==> src/core/muldiv_pkg.sv <==
// Shared types and constants of the multiply/divide unit.
// Assumes a single core clock and a synchronous active-high reset.
package muldiv_pkg;

	// ********************************************************
	// Operations handed over by the integer pipeline
	// ********************************************************
	typedef enum logic [3:0] {
		OP_MULT, OP_MULTU, OP_MUL3, OP_MACS, OP_MADDU,
		OP_MSBS, OP_MSUBU, OP_DIV, OP_UDIV
	} op_t;

	// ********************************************************
	// Cycle counts and reset values
	// ********************************************************
	localparam logic [5:0]  BOOTH_STEPS  = 6'h20;
	localparam logic [5:0]  DIV_STEPS    = 6'h20;
	localparam logic [5:0]  DIV_STEPS_8  = 6'h08;
	localparam logic [5:0]  DIV_STEPS_16 = 6'h10;
	localparam logic [5:0]  DIV_STEPS_24 = 6'h18;
	localparam logic [5:0]  PMUL_SHORT   = 6'h01;
	localparam logic [5:0]  PMUL_LONG    = 6'h02;
	localparam logic [31:0] RESULT_RST   = 32'h0000_0000;

endpackage

==> src/core/muldiv_unit.sv <==
// Multiply/divide unit beside the integer pipeline.
// Assumes operands and operation arrive at the end of execute.
//
// What this block does
// - Fast form 32x16 multiply: one multiply cycle, add, then write.
// - Fast form 32x32 multiply: two multiply cycles before add, write.
// - Every divide starts with a dividend negate cycle, needed or not.
// - Fast divider runs up to 32 non-restoring add/subtract steps.
// - Fast form: zero top 8/16/24 dividend bits skip 8/16/24 divide steps.
// - Fast divider always spends one remainder adjust cycle.
// - Sign adjust cycle only when an operand is negative.
// - Fast divide repeat 11/19/27/35, one less without sign adjust.
// - Slow form runs on its own, never stalled by the pipeline.
// - Slow form multiply is one-bit Booth, signed, 32 clocks.
// - Slow multiply writes pair after 32 cycles; three-operand form later.
// - Slow multiply repeat rate is 33 cycles.
// - Slow multiply-add/subtract adds two cycles, 34 in total.
// - Slow multiply-add/subtract repeat rate is 35 cycles.
// - Slow divide: negate cycle, 32 steps, then write the pair.
// - Slow divide takes zero, one or two sign adjust cycles.
// - Slow divide repeat rate is 34, 35 or 36 cycles.
// - Slow divide completes in 33 to 35 clocks.
// - Early size detection uses second operand for multiply, dividend else.
`timescale 1ns/1ps
`default_nettype none
module muldiv_unit #(
	parameter bit ITERATIVE = 1'b0
) (
	input  wire logic             ref_clk_i,
	input  wire logic             rst_i,
	input  wire logic             start_i,
	input  wire muldiv_pkg::op_t  op_i,
	input  wire logic [31:0]      first_source_operand_i,
	input  wire logic [31:0]      second_source_operand_i,
	input  wire logic             read_result_i,
	output logic                  hold_o,
	output logic                  done_o,
	output logic [31:0]           result_high_word_o,
	output logic [31:0]           result_low_word_o,
	output logic                  gpr_wr_o,
	output logic [31:0]           gpr_data_o
);
	import muldiv_pkg::*;

	typedef enum logic [3:0] {
		ST_IDLE, ST_PMUL, ST_BOOTH, ST_ADD_LO, ST_ADD_HI,
		ST_NEG, ST_DIV, ST_REM, ST_SGN1, ST_SGN2
	} state_t;

	function automatic logic is_div(input op_t op);
		is_div = (op == OP_DIV) || (op == OP_UDIV);
	endfunction
	function automatic logic is_sgn(input op_t op);
		is_sgn = (op == OP_MULT) || (op == OP_MUL3) || (op == OP_MACS)
			|| (op == OP_MSBS) || (op == OP_DIV);
	endfunction
	function automatic logic is_acc(input op_t op);
		is_acc = (op == OP_MACS) || (op == OP_MADDU)
			|| (op == OP_MSBS) || (op == OP_MSUBU);
	endfunction
	function automatic logic is_sub(input op_t op);
		is_sub = (op == OP_MSBS) || (op == OP_MSUBU);
	endfunction

	state_t       state_ff, nxt_state;
	op_t          op_ff;
	logic [5:0]   cnt_ff, nxt_cnt, div_n_ff;
	logic [33:0]  u_ff, nxt_u;
	logic [31:0]  l_ff, nxt_l;
	logic [32:0]  m_ff, nxt_m;
	logic         b_ff, nxt_b;
	logic         neg_q_ff, neg_r_ff, corr_ff;
	logic         fin;
	logic [31:0]  fin_hi, fin_lo;
	logic         a_vld_ff;
	op_t          a_op_ff;
	logic [63:0]  a_val_ff;
	logic [31:0]  hi_ff, lo_ff, gpr_ff;
	logic         done_ff, gpr_wr_ff;
	logic [5:0]   len_ff;

	// ********************************************************
	// Decode and datapath
	// ********************************************************
	wire        sgn_op     = is_sgn(op_i);
	wire        src1_neg   = sgn_op & first_source_operand_i[31];
	wire        src2_neg   = sgn_op & second_source_operand_i[31];
	wire [15:0] src2_top   = second_source_operand_i[31:16];
	// Multiplier size is judged on the second operand only
	wire        src2_short = sgn_op ?
		(src2_top == {16{second_source_operand_i[15]}})
		: (src2_top == 16'h0000);
	wire        accept_ok  = (state_ff == ST_IDLE) || (!ITERATIVE && fin);
	wire        take       = start_i && accept_ok;
	wire [32:0] src1_ext   = {src1_neg, first_source_operand_i};
	wire [32:0] src2_ext   = {src2_neg, second_source_operand_i};

	wire signed [65:0] pprod = $signed(m_ff) * $signed(u_ff[32:0]);
	// Booth step on {upper, multiplier, previous bit}
	wire [33:0] b_add = (l_ff[0] && !b_ff) ? u_ff - {m_ff[32], m_ff} :
		(!l_ff[0] && b_ff) ? u_ff + {m_ff[32], m_ff} : u_ff;
	wire [33:0] b_u   = {b_add[33], b_add[33:1]};
	wire [31:0] b_l   = {b_add[0], l_ff[31:1]};

	wire [32:0] lo_sum = is_sub(op_ff) ? {1'b0, lo_ff} - {1'b0, l_ff}
		: {1'b0, lo_ff} + {1'b0, l_ff};
	wire [31:0] hi_sum = is_sub(op_ff) ? hi_ff - u_ff[31:0] - {31'h0, b_ff}
		: hi_ff + u_ff[31:0] + {31'h0, b_ff};

	// Dividend/divisor magnitudes; the divider core needs positive values
	wire        dvs_neg = neg_q_ff ^ neg_r_ff;
	wire [31:0] dvd_abs = neg_r_ff ? 32'h0 - l_ff : l_ff;
	wire [31:0] dvs_abs = dvs_neg ? 32'h0 - m_ff[31:0] : m_ff[31:0];
	wire [5:0]  div_n   = ITERATIVE ? DIV_STEPS :
		(dvd_abs[31:8] == 24'h0) ? DIV_STEPS_8 :
		(dvd_abs[31:16] == 16'h0) ? DIV_STEPS_16 :
		(dvd_abs[31:24] == 8'h0) ? DIV_STEPS_24 : DIV_STEPS;
	wire [5:0]  dvd_sh  = DIV_STEPS - div_n;

	wire [32:0] r_sh   = {u_ff[31:0], l_ff[31]};
	wire [32:0] r_step = u_ff[32] ? r_sh + m_ff : r_sh - m_ff;
	wire [32:0] r_fix  = r_step[32] ? r_step + m_ff : r_step;
	wire [32:0] r_adj  = u_ff[32] ? u_ff[32:0] + m_ff : u_ff[32:0];

	// ********************************************************
	// Sequencer
	// ********************************************************
	// No stall input: the slow form keeps computing while the pipe waits
	always_comb begin
		nxt_state = state_ff;
		nxt_cnt   = cnt_ff;
		nxt_u     = u_ff;
		nxt_l     = l_ff;
		nxt_m     = m_ff;
		nxt_b     = b_ff;
		fin       = 1'b0;
		fin_hi    = RESULT_RST;
		fin_lo    = RESULT_RST;
		case (state_ff)
		ST_PMUL: begin
			nxt_cnt = cnt_ff - 6'h01;
			if (cnt_ff == 6'h01) begin
				fin = 1'b1;
				{nxt_u[31:0], nxt_l} = pprod[63:0];
				nxt_state = ST_IDLE;
			end
		end
		ST_BOOTH: begin
			nxt_u   = b_u;
			nxt_l   = b_l;
			nxt_b   = l_ff[0];
			nxt_cnt = cnt_ff - 6'h01;
			if (cnt_ff == 6'h01) begin
				// Booth sees the multiplier as signed; unsigned needs a high add
				if (corr_ff)
					nxt_u = b_u + {2'b00, m_ff[31:0]};
				if (is_acc(op_ff))
					nxt_state = ST_ADD_LO;
				else begin
					fin = 1'b1;
					nxt_state = ST_IDLE;
				end
			end
		end
		ST_ADD_LO: begin
			{nxt_b, nxt_l} = lo_sum;
			nxt_state = ST_ADD_HI;
		end
		ST_ADD_HI: begin
			nxt_u = {2'b00, hi_sum};
			fin = 1'b1;
			nxt_state = ST_IDLE;
		end
		ST_NEG: begin
			nxt_u = 34'h0_0000_0000;
			nxt_l = dvd_abs << dvd_sh;
			nxt_m = {1'b0, dvs_abs};
			nxt_cnt = div_n;
			nxt_state = ST_DIV;
		end
		ST_DIV: begin
			nxt_u = {1'b0, r_step};
			nxt_l = {l_ff[30:0], ~r_step[32]};
			nxt_cnt = cnt_ff - 6'h01;
			if (cnt_ff == 6'h01) begin
				if (!ITERATIVE)
					nxt_state = ST_REM;
				else begin
					nxt_u = {1'b0, r_fix};
					if (neg_q_ff)
						nxt_state = ST_SGN1;
					else if (neg_r_ff)
						nxt_state = ST_SGN2;
					else begin
						fin = 1'b1;
						nxt_state = ST_IDLE;
					end
				end
			end
		end
		ST_REM: begin
			nxt_u = {1'b0, r_adj};
			if (neg_q_ff || neg_r_ff)
				nxt_state = ST_SGN1;
			else begin
				// Adjust sits in the accumulate slot when no sign fix
				fin = 1'b1;
				nxt_state = ST_IDLE;
			end
		end
		ST_SGN1: begin
			if (neg_q_ff)
				nxt_l = 32'h0 - l_ff;
			if (!ITERATIVE && neg_r_ff)
				nxt_u = {2'b00, 32'h0 - u_ff[31:0]};
			if (ITERATIVE && neg_r_ff)
				nxt_state = ST_SGN2;
			else begin
				fin = 1'b1;
				nxt_state = ST_IDLE;
			end
		end
		ST_SGN2: begin
			nxt_u = {2'b00, 32'h0 - u_ff[31:0]};
			fin = 1'b1;
			nxt_state = ST_IDLE;
		end
		default: nxt_state = ST_IDLE;
		endcase
		if (fin) begin
			fin_hi = nxt_u[31:0];
			fin_lo = nxt_l;
		end
		// Fast form may start the next op in the finishing cycle
		if (take) begin
			if (is_div(op_i)) begin
				nxt_l = first_source_operand_i;
				nxt_m = {1'b0, second_source_operand_i};
				nxt_state = ST_NEG;
			end else if (ITERATIVE) begin
				nxt_u = 34'h0_0000_0000;
				nxt_l = second_source_operand_i;
				nxt_m = src1_ext;
				nxt_b = 1'b0;
				nxt_cnt = BOOTH_STEPS;
				nxt_state = ST_BOOTH;
			end else begin
				nxt_u = {1'b0, src2_ext};
				nxt_m = src1_ext;
				nxt_cnt = src2_short ? PMUL_SHORT : PMUL_LONG;
				nxt_state = ST_PMUL;
			end
		end
	end

	// ********************************************************
	// Result pair, accumulate and writeback stages
	// ********************************************************
	wire        a_load = fin && (op_ff == OP_MUL3
		|| (!ITERATIVE && !is_div(op_ff)));
	wire        direct = fin && !a_load;
	wire [63:0] pair   = {hi_ff, lo_ff};
	// Carry-propagate add of the fast form happens leaving accumulate
	wire [63:0] w_val  = !is_acc(a_op_ff) ? a_val_ff :
		is_sub(a_op_ff) ? pair - a_val_ff : pair + a_val_ff;
	wire        w_pair = a_vld_ff && (a_op_ff != OP_MUL3);
	wire        pend   = (state_ff != ST_IDLE) || a_vld_ff;

	assign hold_o = (start_i && !accept_ok)
		|| (read_result_i && pend);
	assign done_o             = done_ff;
	assign result_high_word_o = hi_ff;
	assign result_low_word_o  = lo_ff;
	assign gpr_wr_o           = gpr_wr_ff;
	assign gpr_data_o         = gpr_ff;

	always_ff @(posedge ref_clk_i) begin
		if (rst_i) begin
			state_ff <= ST_IDLE;
			op_ff    <= OP_MULT;
			cnt_ff   <= 6'h00;
			div_n_ff <= 6'h00;
			u_ff     <= 34'h0_0000_0000;
			l_ff     <= RESULT_RST;
			m_ff     <= 33'h0_0000_0000;
			b_ff     <= 1'b0;
			neg_q_ff <= 1'b0;
			neg_r_ff <= 1'b0;
			corr_ff  <= 1'b0;
			len_ff   <= 6'h00;
		end else begin
			state_ff <= nxt_state;
			cnt_ff   <= nxt_cnt;
			u_ff     <= nxt_u;
			l_ff     <= nxt_l;
			m_ff     <= nxt_m;
			b_ff     <= nxt_b;
			len_ff   <= take ? 6'h01 : len_ff + 6'h01;
			if (state_ff == ST_NEG)
				div_n_ff <= div_n;
			if (take) begin
				op_ff    <= op_i;
				neg_q_ff <= src1_neg ^ src2_neg;
				neg_r_ff <= src1_neg;
				corr_ff  <= !sgn_op && second_source_operand_i[31];
			end
		end
	end

	always_ff @(posedge ref_clk_i) begin
		if (rst_i) begin
			a_vld_ff  <= 1'b0;
			a_op_ff   <= OP_MULT;
			a_val_ff  <= 64'h0;
			hi_ff     <= RESULT_RST;
			lo_ff     <= RESULT_RST;
			gpr_ff    <= RESULT_RST;
			gpr_wr_ff <= 1'b0;
			done_ff   <= 1'b0;
		end else begin
			a_vld_ff  <= a_load;
			a_op_ff   <= op_ff;
			a_val_ff  <= {fin_hi, fin_lo};
			gpr_wr_ff <= a_vld_ff && (a_op_ff == OP_MUL3);
			done_ff   <= direct || a_vld_ff;
			if (a_vld_ff)
				gpr_ff <= a_val_ff[31:0];
			if (direct)
				{hi_ff, lo_ff} <= {fin_hi, fin_lo};
			else if (w_pair)
				{hi_ff, lo_ff} <= w_val;
		end
	end

	// ********************************************************
	// Checks
	// ********************************************************
	a_pmul_short: assert property (@(posedge ref_clk_i) disable iff (rst_i)
		!ITERATIVE && take && !is_div(op_i) && src2_short |=> fin ##1 a_vld_ff)
		else $error("short multiply did not finish in one cycle");
	a_pmul_long: assert property (@(posedge ref_clk_i) disable iff (rst_i)
		!ITERATIVE && take && !is_div(op_i) && !src2_short |=> !fin ##1 fin)
		else $error("long multiply did not take two cycles");
	a_div_neg_first: assert property (@(posedge ref_clk_i) disable iff (rst_i)
		take && is_div(op_i) |=> state_ff == ST_NEG ##1 state_ff == ST_DIV)
		else $error("divide skipped its negate cycle");
	a_early_exit: assert property (@(posedge ref_clk_i) disable iff (rst_i)
		!ITERATIVE && state_ff == ST_NEG && dvd_abs[31:8] == 24'h0
		|=> cnt_ff == DIV_STEPS_8)
		else $error("early exit not taken for a short dividend");
	a_rem_always: assert property (@(posedge ref_clk_i) disable iff (rst_i)
		!ITERATIVE && state_ff == ST_DIV && cnt_ff == 6'h01
		|=> state_ff == ST_REM)
		else $error("remainder adjust cycle missing");
	a_pdiv_len: assert property (@(posedge ref_clk_i) disable iff (rst_i)
		!ITERATIVE && fin && is_div(op_ff) |-> len_ff ==
		div_n_ff + 6'h02 + {5'h00, neg_q_ff | neg_r_ff})
		else $error("fast divide length wrong");
	a_it_mul_len: assert property (@(posedge ref_clk_i) disable iff (rst_i)
		ITERATIVE && fin && !is_div(op_ff) |->
		len_ff == (is_acc(op_ff) ? 6'h22 : 6'h20))
		else $error("slow multiply length wrong");
	a_it_div_len: assert property (@(posedge ref_clk_i) disable iff (rst_i)
		ITERATIVE && fin && is_div(op_ff) |-> len_ff ==
		6'h21 + {5'h00, neg_q_ff} + {5'h00, neg_r_ff})
		else $error("slow divide length wrong");
	a_it_repeat: assert property (@(posedge ref_clk_i) disable iff (rst_i)
		ITERATIVE && fin && start_i |-> hold_o ##1 !hold_o)
		else $error("slow form accepted too early or too late");
	a_hold_read: assert property (@(posedge ref_clk_i) disable iff (rst_i)
		read_result_i && state_ff != ST_IDLE |-> hold_o)
		else $error("result read not held while busy");

endmodule // muldiv_unit
`default_nettype wire

==> config.mk <==
export PLATFORM = sky130hd
export DESIGN_NAME = muldiv_unit
export DESIGN_NICKNAME = d
export VERILOG_FILES = /design/src/core/muldiv_pkg.sv /design/src/core/muldiv_unit.sv
export SDC_FILE = /design/constraint.sdc
export NUM_CORES = 2
export LEC_CHECK = 0
export ABC_CLOCK_PERIOD_IN_PS = 12600
export BUFFER_PORTS_ARGS = -buffer_cell sky130_fd_sc_hd__buf_4
export CAP_MARGIN = 20
export CORE_AREA = 2 2 416 418
export DETAILED_ROUTE_END_ITERATION = 7
export DIE_AREA = 0 0 418 420
export GPL_TIMING_DRIVEN = 0
export HOLD_SLACK_MARGIN = 0.03
export PLACE_DENSITY = 0.57
export SYNTH_ARGS = -nofsm -noshare
export SYNTH_HDL_FRONTEND = slang
export SYNTH_SLANG_ARGS = --single-unit
==> constraint.sdc <==
create_clock -name ref_clk_i -period 12.6 [get_ports ref_clk_i]
set_clock_uncertainty 0.15 [all_clocks]
set_input_delay 2.52 -clock ref_clk_i [delete_from_list [all_inputs] [get_ports ref_clk_i]]
set_output_delay 2.52 -clock ref_clk_i [all_outputs]
set_load 0.01 [all_outputs]
; Yosys cells after proc, flatten, opt, wreduce, memory -nomap -nowiden
; Index checks and enable logic that the tools add are counted.
[word_totals]
latch_bits = 0
ram_bits = 0
reg_bits = 284
n_memories = 0
inputBits = 72
mem_bits_ro = 0
wordCells = 183
out_inout_bits = 99
[op_classes]
n_mul = 1
addsub = 19
n_shift = 1
muxes = 54
n_eq_ne = 32
n_lt_le_gt_ge = 0
div_mod_pow = 0
bitwise_logic = 5
n_reduce_logical = 52
[op_table]
columns = op, n
row1 = $mux 32, 14
row2 = $pmux 32 s8, 1
row3 = $mux 34, 7
row4 = $mux 33, 6
row5 = $pmux 32 s6, 1
row6 = $mux 64, 2
row7 = $sub 1x32->32 const A, 3
row8 = $add 33x33->33, 2
row9 = $add 64x64->64, 1
row10 = $mul 33x33->64, 1
row11 = $sub 64x64->64, 1
row12 = $eq 4x3->1 const B, 13
row13 = $add 33x33->34, 1
row14 = $add 34x34->34, 1
row15 = $sub 34x34->34, 1
row16 = $add 32x32->33, 1
row17 = $sub 32x32->33, 1
row18 = $sub 33x33->33, 1
row19 = $add 32x1->32, 1
row20 = $add 32x32->32, 1
row21 = $eq 4x2->1 const B, 8
row22 = $logic_not 16->1, 2
row23 = $shl 32x6->32, 1
row24 = $sub 32x1->32, 1
row25 = 33 further kinds, 92

; Longest topological paths before layout
[logic_depth]
depth_word = 11
depth_mapped = 31
mapped_depth_nobuf = 29

; Least setup slack after synthesis
; No wires, ideal clock.
[synth_timing]
kind = register to register
from = register u_ff[1]
to = register hi_ff[27] (netlist: result_high_word_o[27])
stages_incl_launch_ff = 28
synth_period_minus_slack_ns = 8.892
path_buffers = 1
setup_slack_ns = 3.708
t_arrival_ns = 8.600
setup_time_ns = 0.142
required_time_ns = 12.308
cell_sequence = dfxtp_1 -> inv_1 -> buf_1 -> nor2_1 -> fa_1 -> fa_1 -> fa_1 -> fa_1 -> inv_1 -> fa_1 -> inv_1 -> fa_1 -> fa_1 -> inv_1 -> fa_1 -> inv_1 -> ha_1 -> and2_1 -> a21o_1 -> a21oi_1 -> o21ai_0 -> a21o_1 -> and2_1 -> o41ai_1 -> o21a_1 -> xnor2_1 -> a221oi_1 -> a221oi_1
[synth_between]
elab_chain_len = 9
elab_cells_between_ends = 24
cone_classes = add/sub (11) / mul (1) / mux (12)
[synth_rtl]
columns = item, line
row1 = "start, declared", muldiv_unit.sv:68  ; logic [33:0] u_ff, nxt_u;
row2 = "start signal, assigned", muldiv_unit.sv:294  ; u_ff <= nxt_u;
row3 = $add 34x34->34, muldiv_unit.sv:101  ; (!l_ff[0] && b_ff) ? u_ff + {m_ff[32], m_ff} : u_ff;
row4 = $mux 34, muldiv_unit.sv:101
row5 = $mux 34, muldiv_unit.sv:100  ; wire [33:0] b_add = (l_ff[0] && !b_ff) ? u_ff - {m_ff[32], m_ff} :
row6 = $add 33x33->34, muldiv_unit.sv:156  ; nxt_u = b_u + {2'b00, m_ff[31:0]};
row7 = $mux 34, muldiv_unit.sv:155  ; if (corr_ff)
row8 = $mux 34, muldiv_unit.sv:153  ; if (cnt_ff == 6'h01) begin
row9 = $pmux 32 s8 *, muldiv_unit.sv:139  ; case (state_ff)
row10 = $mux 32 *, muldiv_unit.sv:230  ; if (fin) begin
row11 = $mux 32 *, muldiv_unit.sv:328  ; if (direct)
row12 = "end signal, assigned", muldiv_unit.sv:329  ; {hi_ff, lo_ff} <= {fin_hi, fin_lo};
row13 = "end signal, assigned", muldiv_unit.sv:331  ; {hi_ff, lo_ff} <= w_val;
row14 = "end, declared", muldiv_unit.sv:78  ; logic [31:0] hi_ff, lo_ff, gpr_ff;
; Mark *: on every way between the ends. The rest lies on a longest branch, timed or not.
; A chain may end at the register's enable or synchronous reset.

; Worst setup path in the final report
[layout_timing]
from = register u_ff[8]
to = register hi_ff[23] (netlist: result_high_word_o[23])
; The elaborated chain is that of the path after synthesis.

==> metrics.yaml <==
startpoint_type: "register"
violations: "DRC"
grt_pass1_wl_um: 606300
synth_seq_cells: 284
yosys-top-cells-area: "fa_1 30%, ha_1 8.7%, dfxtp_1 7.4%"
cts_tree: "yes"
syn_area_sq_um: 76540
gp_congestion: 1.149
grt_max_degree: 15
post-route-drc-count: 9
cts_max_path_buffers: 3
syn_nets: 11341
end_kind: "register"
fin_cells: 12195
dieWidth_um: 418
synth_common_cells: "1342 x inv_1, 1135 x fa_1, 1007 x nand2_1, 701 x nor2_1, 534 x ha_1"
slowest_stage: "xor2_1"
synth-warning-count: 0
io_buffers: 169
rsz0062_at_grt: "false"
synth_cell_type_count: 116
finalWirelength_um: 443600
startpoint: "u_ff[8]$_SDFF_PP0_"
drt_iter0_drc: 10664
start_util_pct: 44.76
r2r-start: "u_ff[8]$_SDFF_PP0_"
worstSkewPairLatency_ns: 0.64
die_y_um: 420
finalCritPeriodShare_pct: 98.43
hold_start: "corr_ff$_SDFFE_PP0P_"
clk_pin_slew_ns: 0.07
finalHoldViolations: 0
slew_headroom_pct: 1.577
min_period_ns: 12.40
grt_antenna_before_repair: 61
cts_root_buffer: "clkbuf_16"
synthCells: 9600
gr-max-usage-layer: "met2"
max_cap_violations: 0
required_ns: 12.91
post_cts_buffers: 0
top_level_ports: 171
pre_cts_slack_ns: -0.07276
cp_top_family: "adder cells"
die_area_sq_um: 175600
power_mw: 13.18
dr.pass1.iters: 8
met2_usage_pct: 73.44
cpMostUsedCell: "fa_1"
slowest_delay_ns: 1.10
setup_ws_ns: 0.1972
grt_usage_pct: 49.65
irDropWorstVdd_uv: 182.4
cp.arrival_ns: 12.71
drive_gt1_share_pct: 4.750
clkSinkCount: 284
avgViaCountPerCell: 6.534
postLayoutCoreUtil_pct: 48.61
grt_pass1_vias: 77176
clock.fmax_ghz: 0.08063
drv_slew: 0
post-place-cells: 12067
yosysSeqAreaShare_pct: 7.428
yosys.area.top_type_share_pct: 29.69
ant_nets: 0
hp-class: "reg -> reg"
synth_most_common_cell: "inv_1"
syn_area_per_cell_sq_um: 7.972
num_rows: 152
synth_edf_count: 0
dp_hpwl_um: 372700
power_density_nw_per_um2: 158.6
worst-setup-path-type: "reg -> reg"
wl_per_cell_um: 36.38
synth_ff_type: "dfxtp_1"
ctsHoldBuffers: 0
outcome: "finished with violations"
cts_buffers: 36
crit_buf_inv: 8
async_flop_share_pct: 0
setup_violations: 0
synth_top_cell_by_area: "fa_1"
coreArea_sq_um: 171000
cts_resized: 2
area_delta_synth_final_pct: 8.599
grtUsageMet3_pct: 15.10
crit_fanout: 11
vias: 79680
worst_pin_slew_ns: 1.476
htree_levels: 2
nets: 11629
met1_usage_pct: 58.10
grt_overflow: 0
leakage_nw: 38.43
==> metal layers <==
metal / up-vias / part of all wire [%]
li1: 32523 / -
met1: 39538 / 35
met2: 5880 / 42
met3: 1701 / 12
met4: 38 / 11
met5: - / 0.056
==> cell usage in the layout (no fill, tap or decap), types with 28 or more instances in the layout <==
cell type,synthesis,final
a211oi_1,146,146
a21o_1,158,158
a21oi_1,510,510
a221o_1,30,30
a221oi_1,61,60
a31oi_1,65,65
and2_1,447,447
and3_1,59,59
buf_1,40,41
buf_4,2,192
buf_8,0,35
clkbuf_1,510,499
clkbuf_16,0,36
clkinv_1,32,32
dfxtp_1,284,284
diode_2,0,47
fa_1,1135,1135
ha_1,534,534
inv_1,1342,1342
mux2i_1,112,111
nand2_1,1007,1007
nand2b_1,63,63
nand3_1,121,121
nand4_1,56,56
nor2_1,701,700
nor2b_1,100,100
nor3_1,177,173
nor4_1,52,52
o211ai_1,123,123
o21a_1,71,71
o21ai_0,375,369
o21bai_1,40,40
o221ai_1,33,33
o22ai_1,67,67
o31ai_1,60,60
o41ai_1,30,30
or3_1,73,73
or4_1,28,28
xnor2_1,325,325
xor2_1,162,162
==> layout make-up <==
type	instances	area [sq um]
fillers	17195	87860
multi-input cells	7367	63460
flip-flops and latches	284	5685
inverters	1374	5157
well taps	2233	2794
repair buffers	251	2318
plain buffers	574	2300
clock buffers	45	1015
clock inverters	20	269.0
diodes	47	117.6
==> per-stage QoR <==
stage          cell area [sq um]  hold slack, ns  TNS (ns)
6_report                   83120          0.3232         0
5_1_grt                    83010          0.3557         0
4_1_cts                    82800          0.3217         0
3_5_place_dp               81510          0.3124  -0.09662
3_3_place_gp               80600          0.3090    -4.958
2_1_floorplan              76540          0.2907         0
==> path summary, 6_finish.rpt <==
check | to | slack, ns | cells after the start
max | result_high_word_o[23]$_SDFFE_PP0P_ | 0.20 | 29
min | corr_ff$_SDFFE_PP0P_ | 0.32 | 2
max reg2reg | result_high_word_o[23]$_SDFFE_PP0P_ | 0.20 | 29
min reg2reg | corr_ff$_SDFFE_PP0P_ | 0.32 | 2
==> tightest hold or removal path, cell delays in order (launching register included) <==
cell,delay [ns]
dfxtp_1,0.32
nand2_1,0.05
a21oi_1,0.05
==> power by group <==
group          total [mW]  leakage [nW]  internal (mW)  switching (mW)
logic                10.9          35.5           3.41            7.45
clock network        1.19         0.618          0.650           0.540
registers            1.13          2.31          0.946           0.183
total                13.2          38.4           5.00            8.18
==> flip-flops by register name, indices dropped and copies added (netlist names) <==
name and count:
neg_r_ff 1, a_op_ff 4, corr_ff 1, result_high_word_o 32, b_ff 1, gpr_data_o 32, l_ff 32, a_val_ff 64
state_ff 4, m_ff 33, u_ff 34, neg_q_ff 1, a_vld_ff 1, gpr_wr_o 1, result_low_word_o 32, done_o 1
cnt_ff 6, op_ff 4
==> cells by family (layout without fill, tap and decap cells) <==
kind of cell / count (synthesis) / in the layout / synth area share (%)
buf+inv: 1949 / 2264 / 9.730
simple gates: 3008 / 3008 / 18.95
flops: 284 / 284 / 7.428
mux: 124 / 124 / 1.646
fa+ha+maj: 1670 / 1670 / 38.43
other cells: 0 / 47 / 0
xor+xnor: 487 / 487 / 5.573
compound gates: 2078 / 2078 / 18.24
Note: power is estimated with default switching activity, not from simulation.
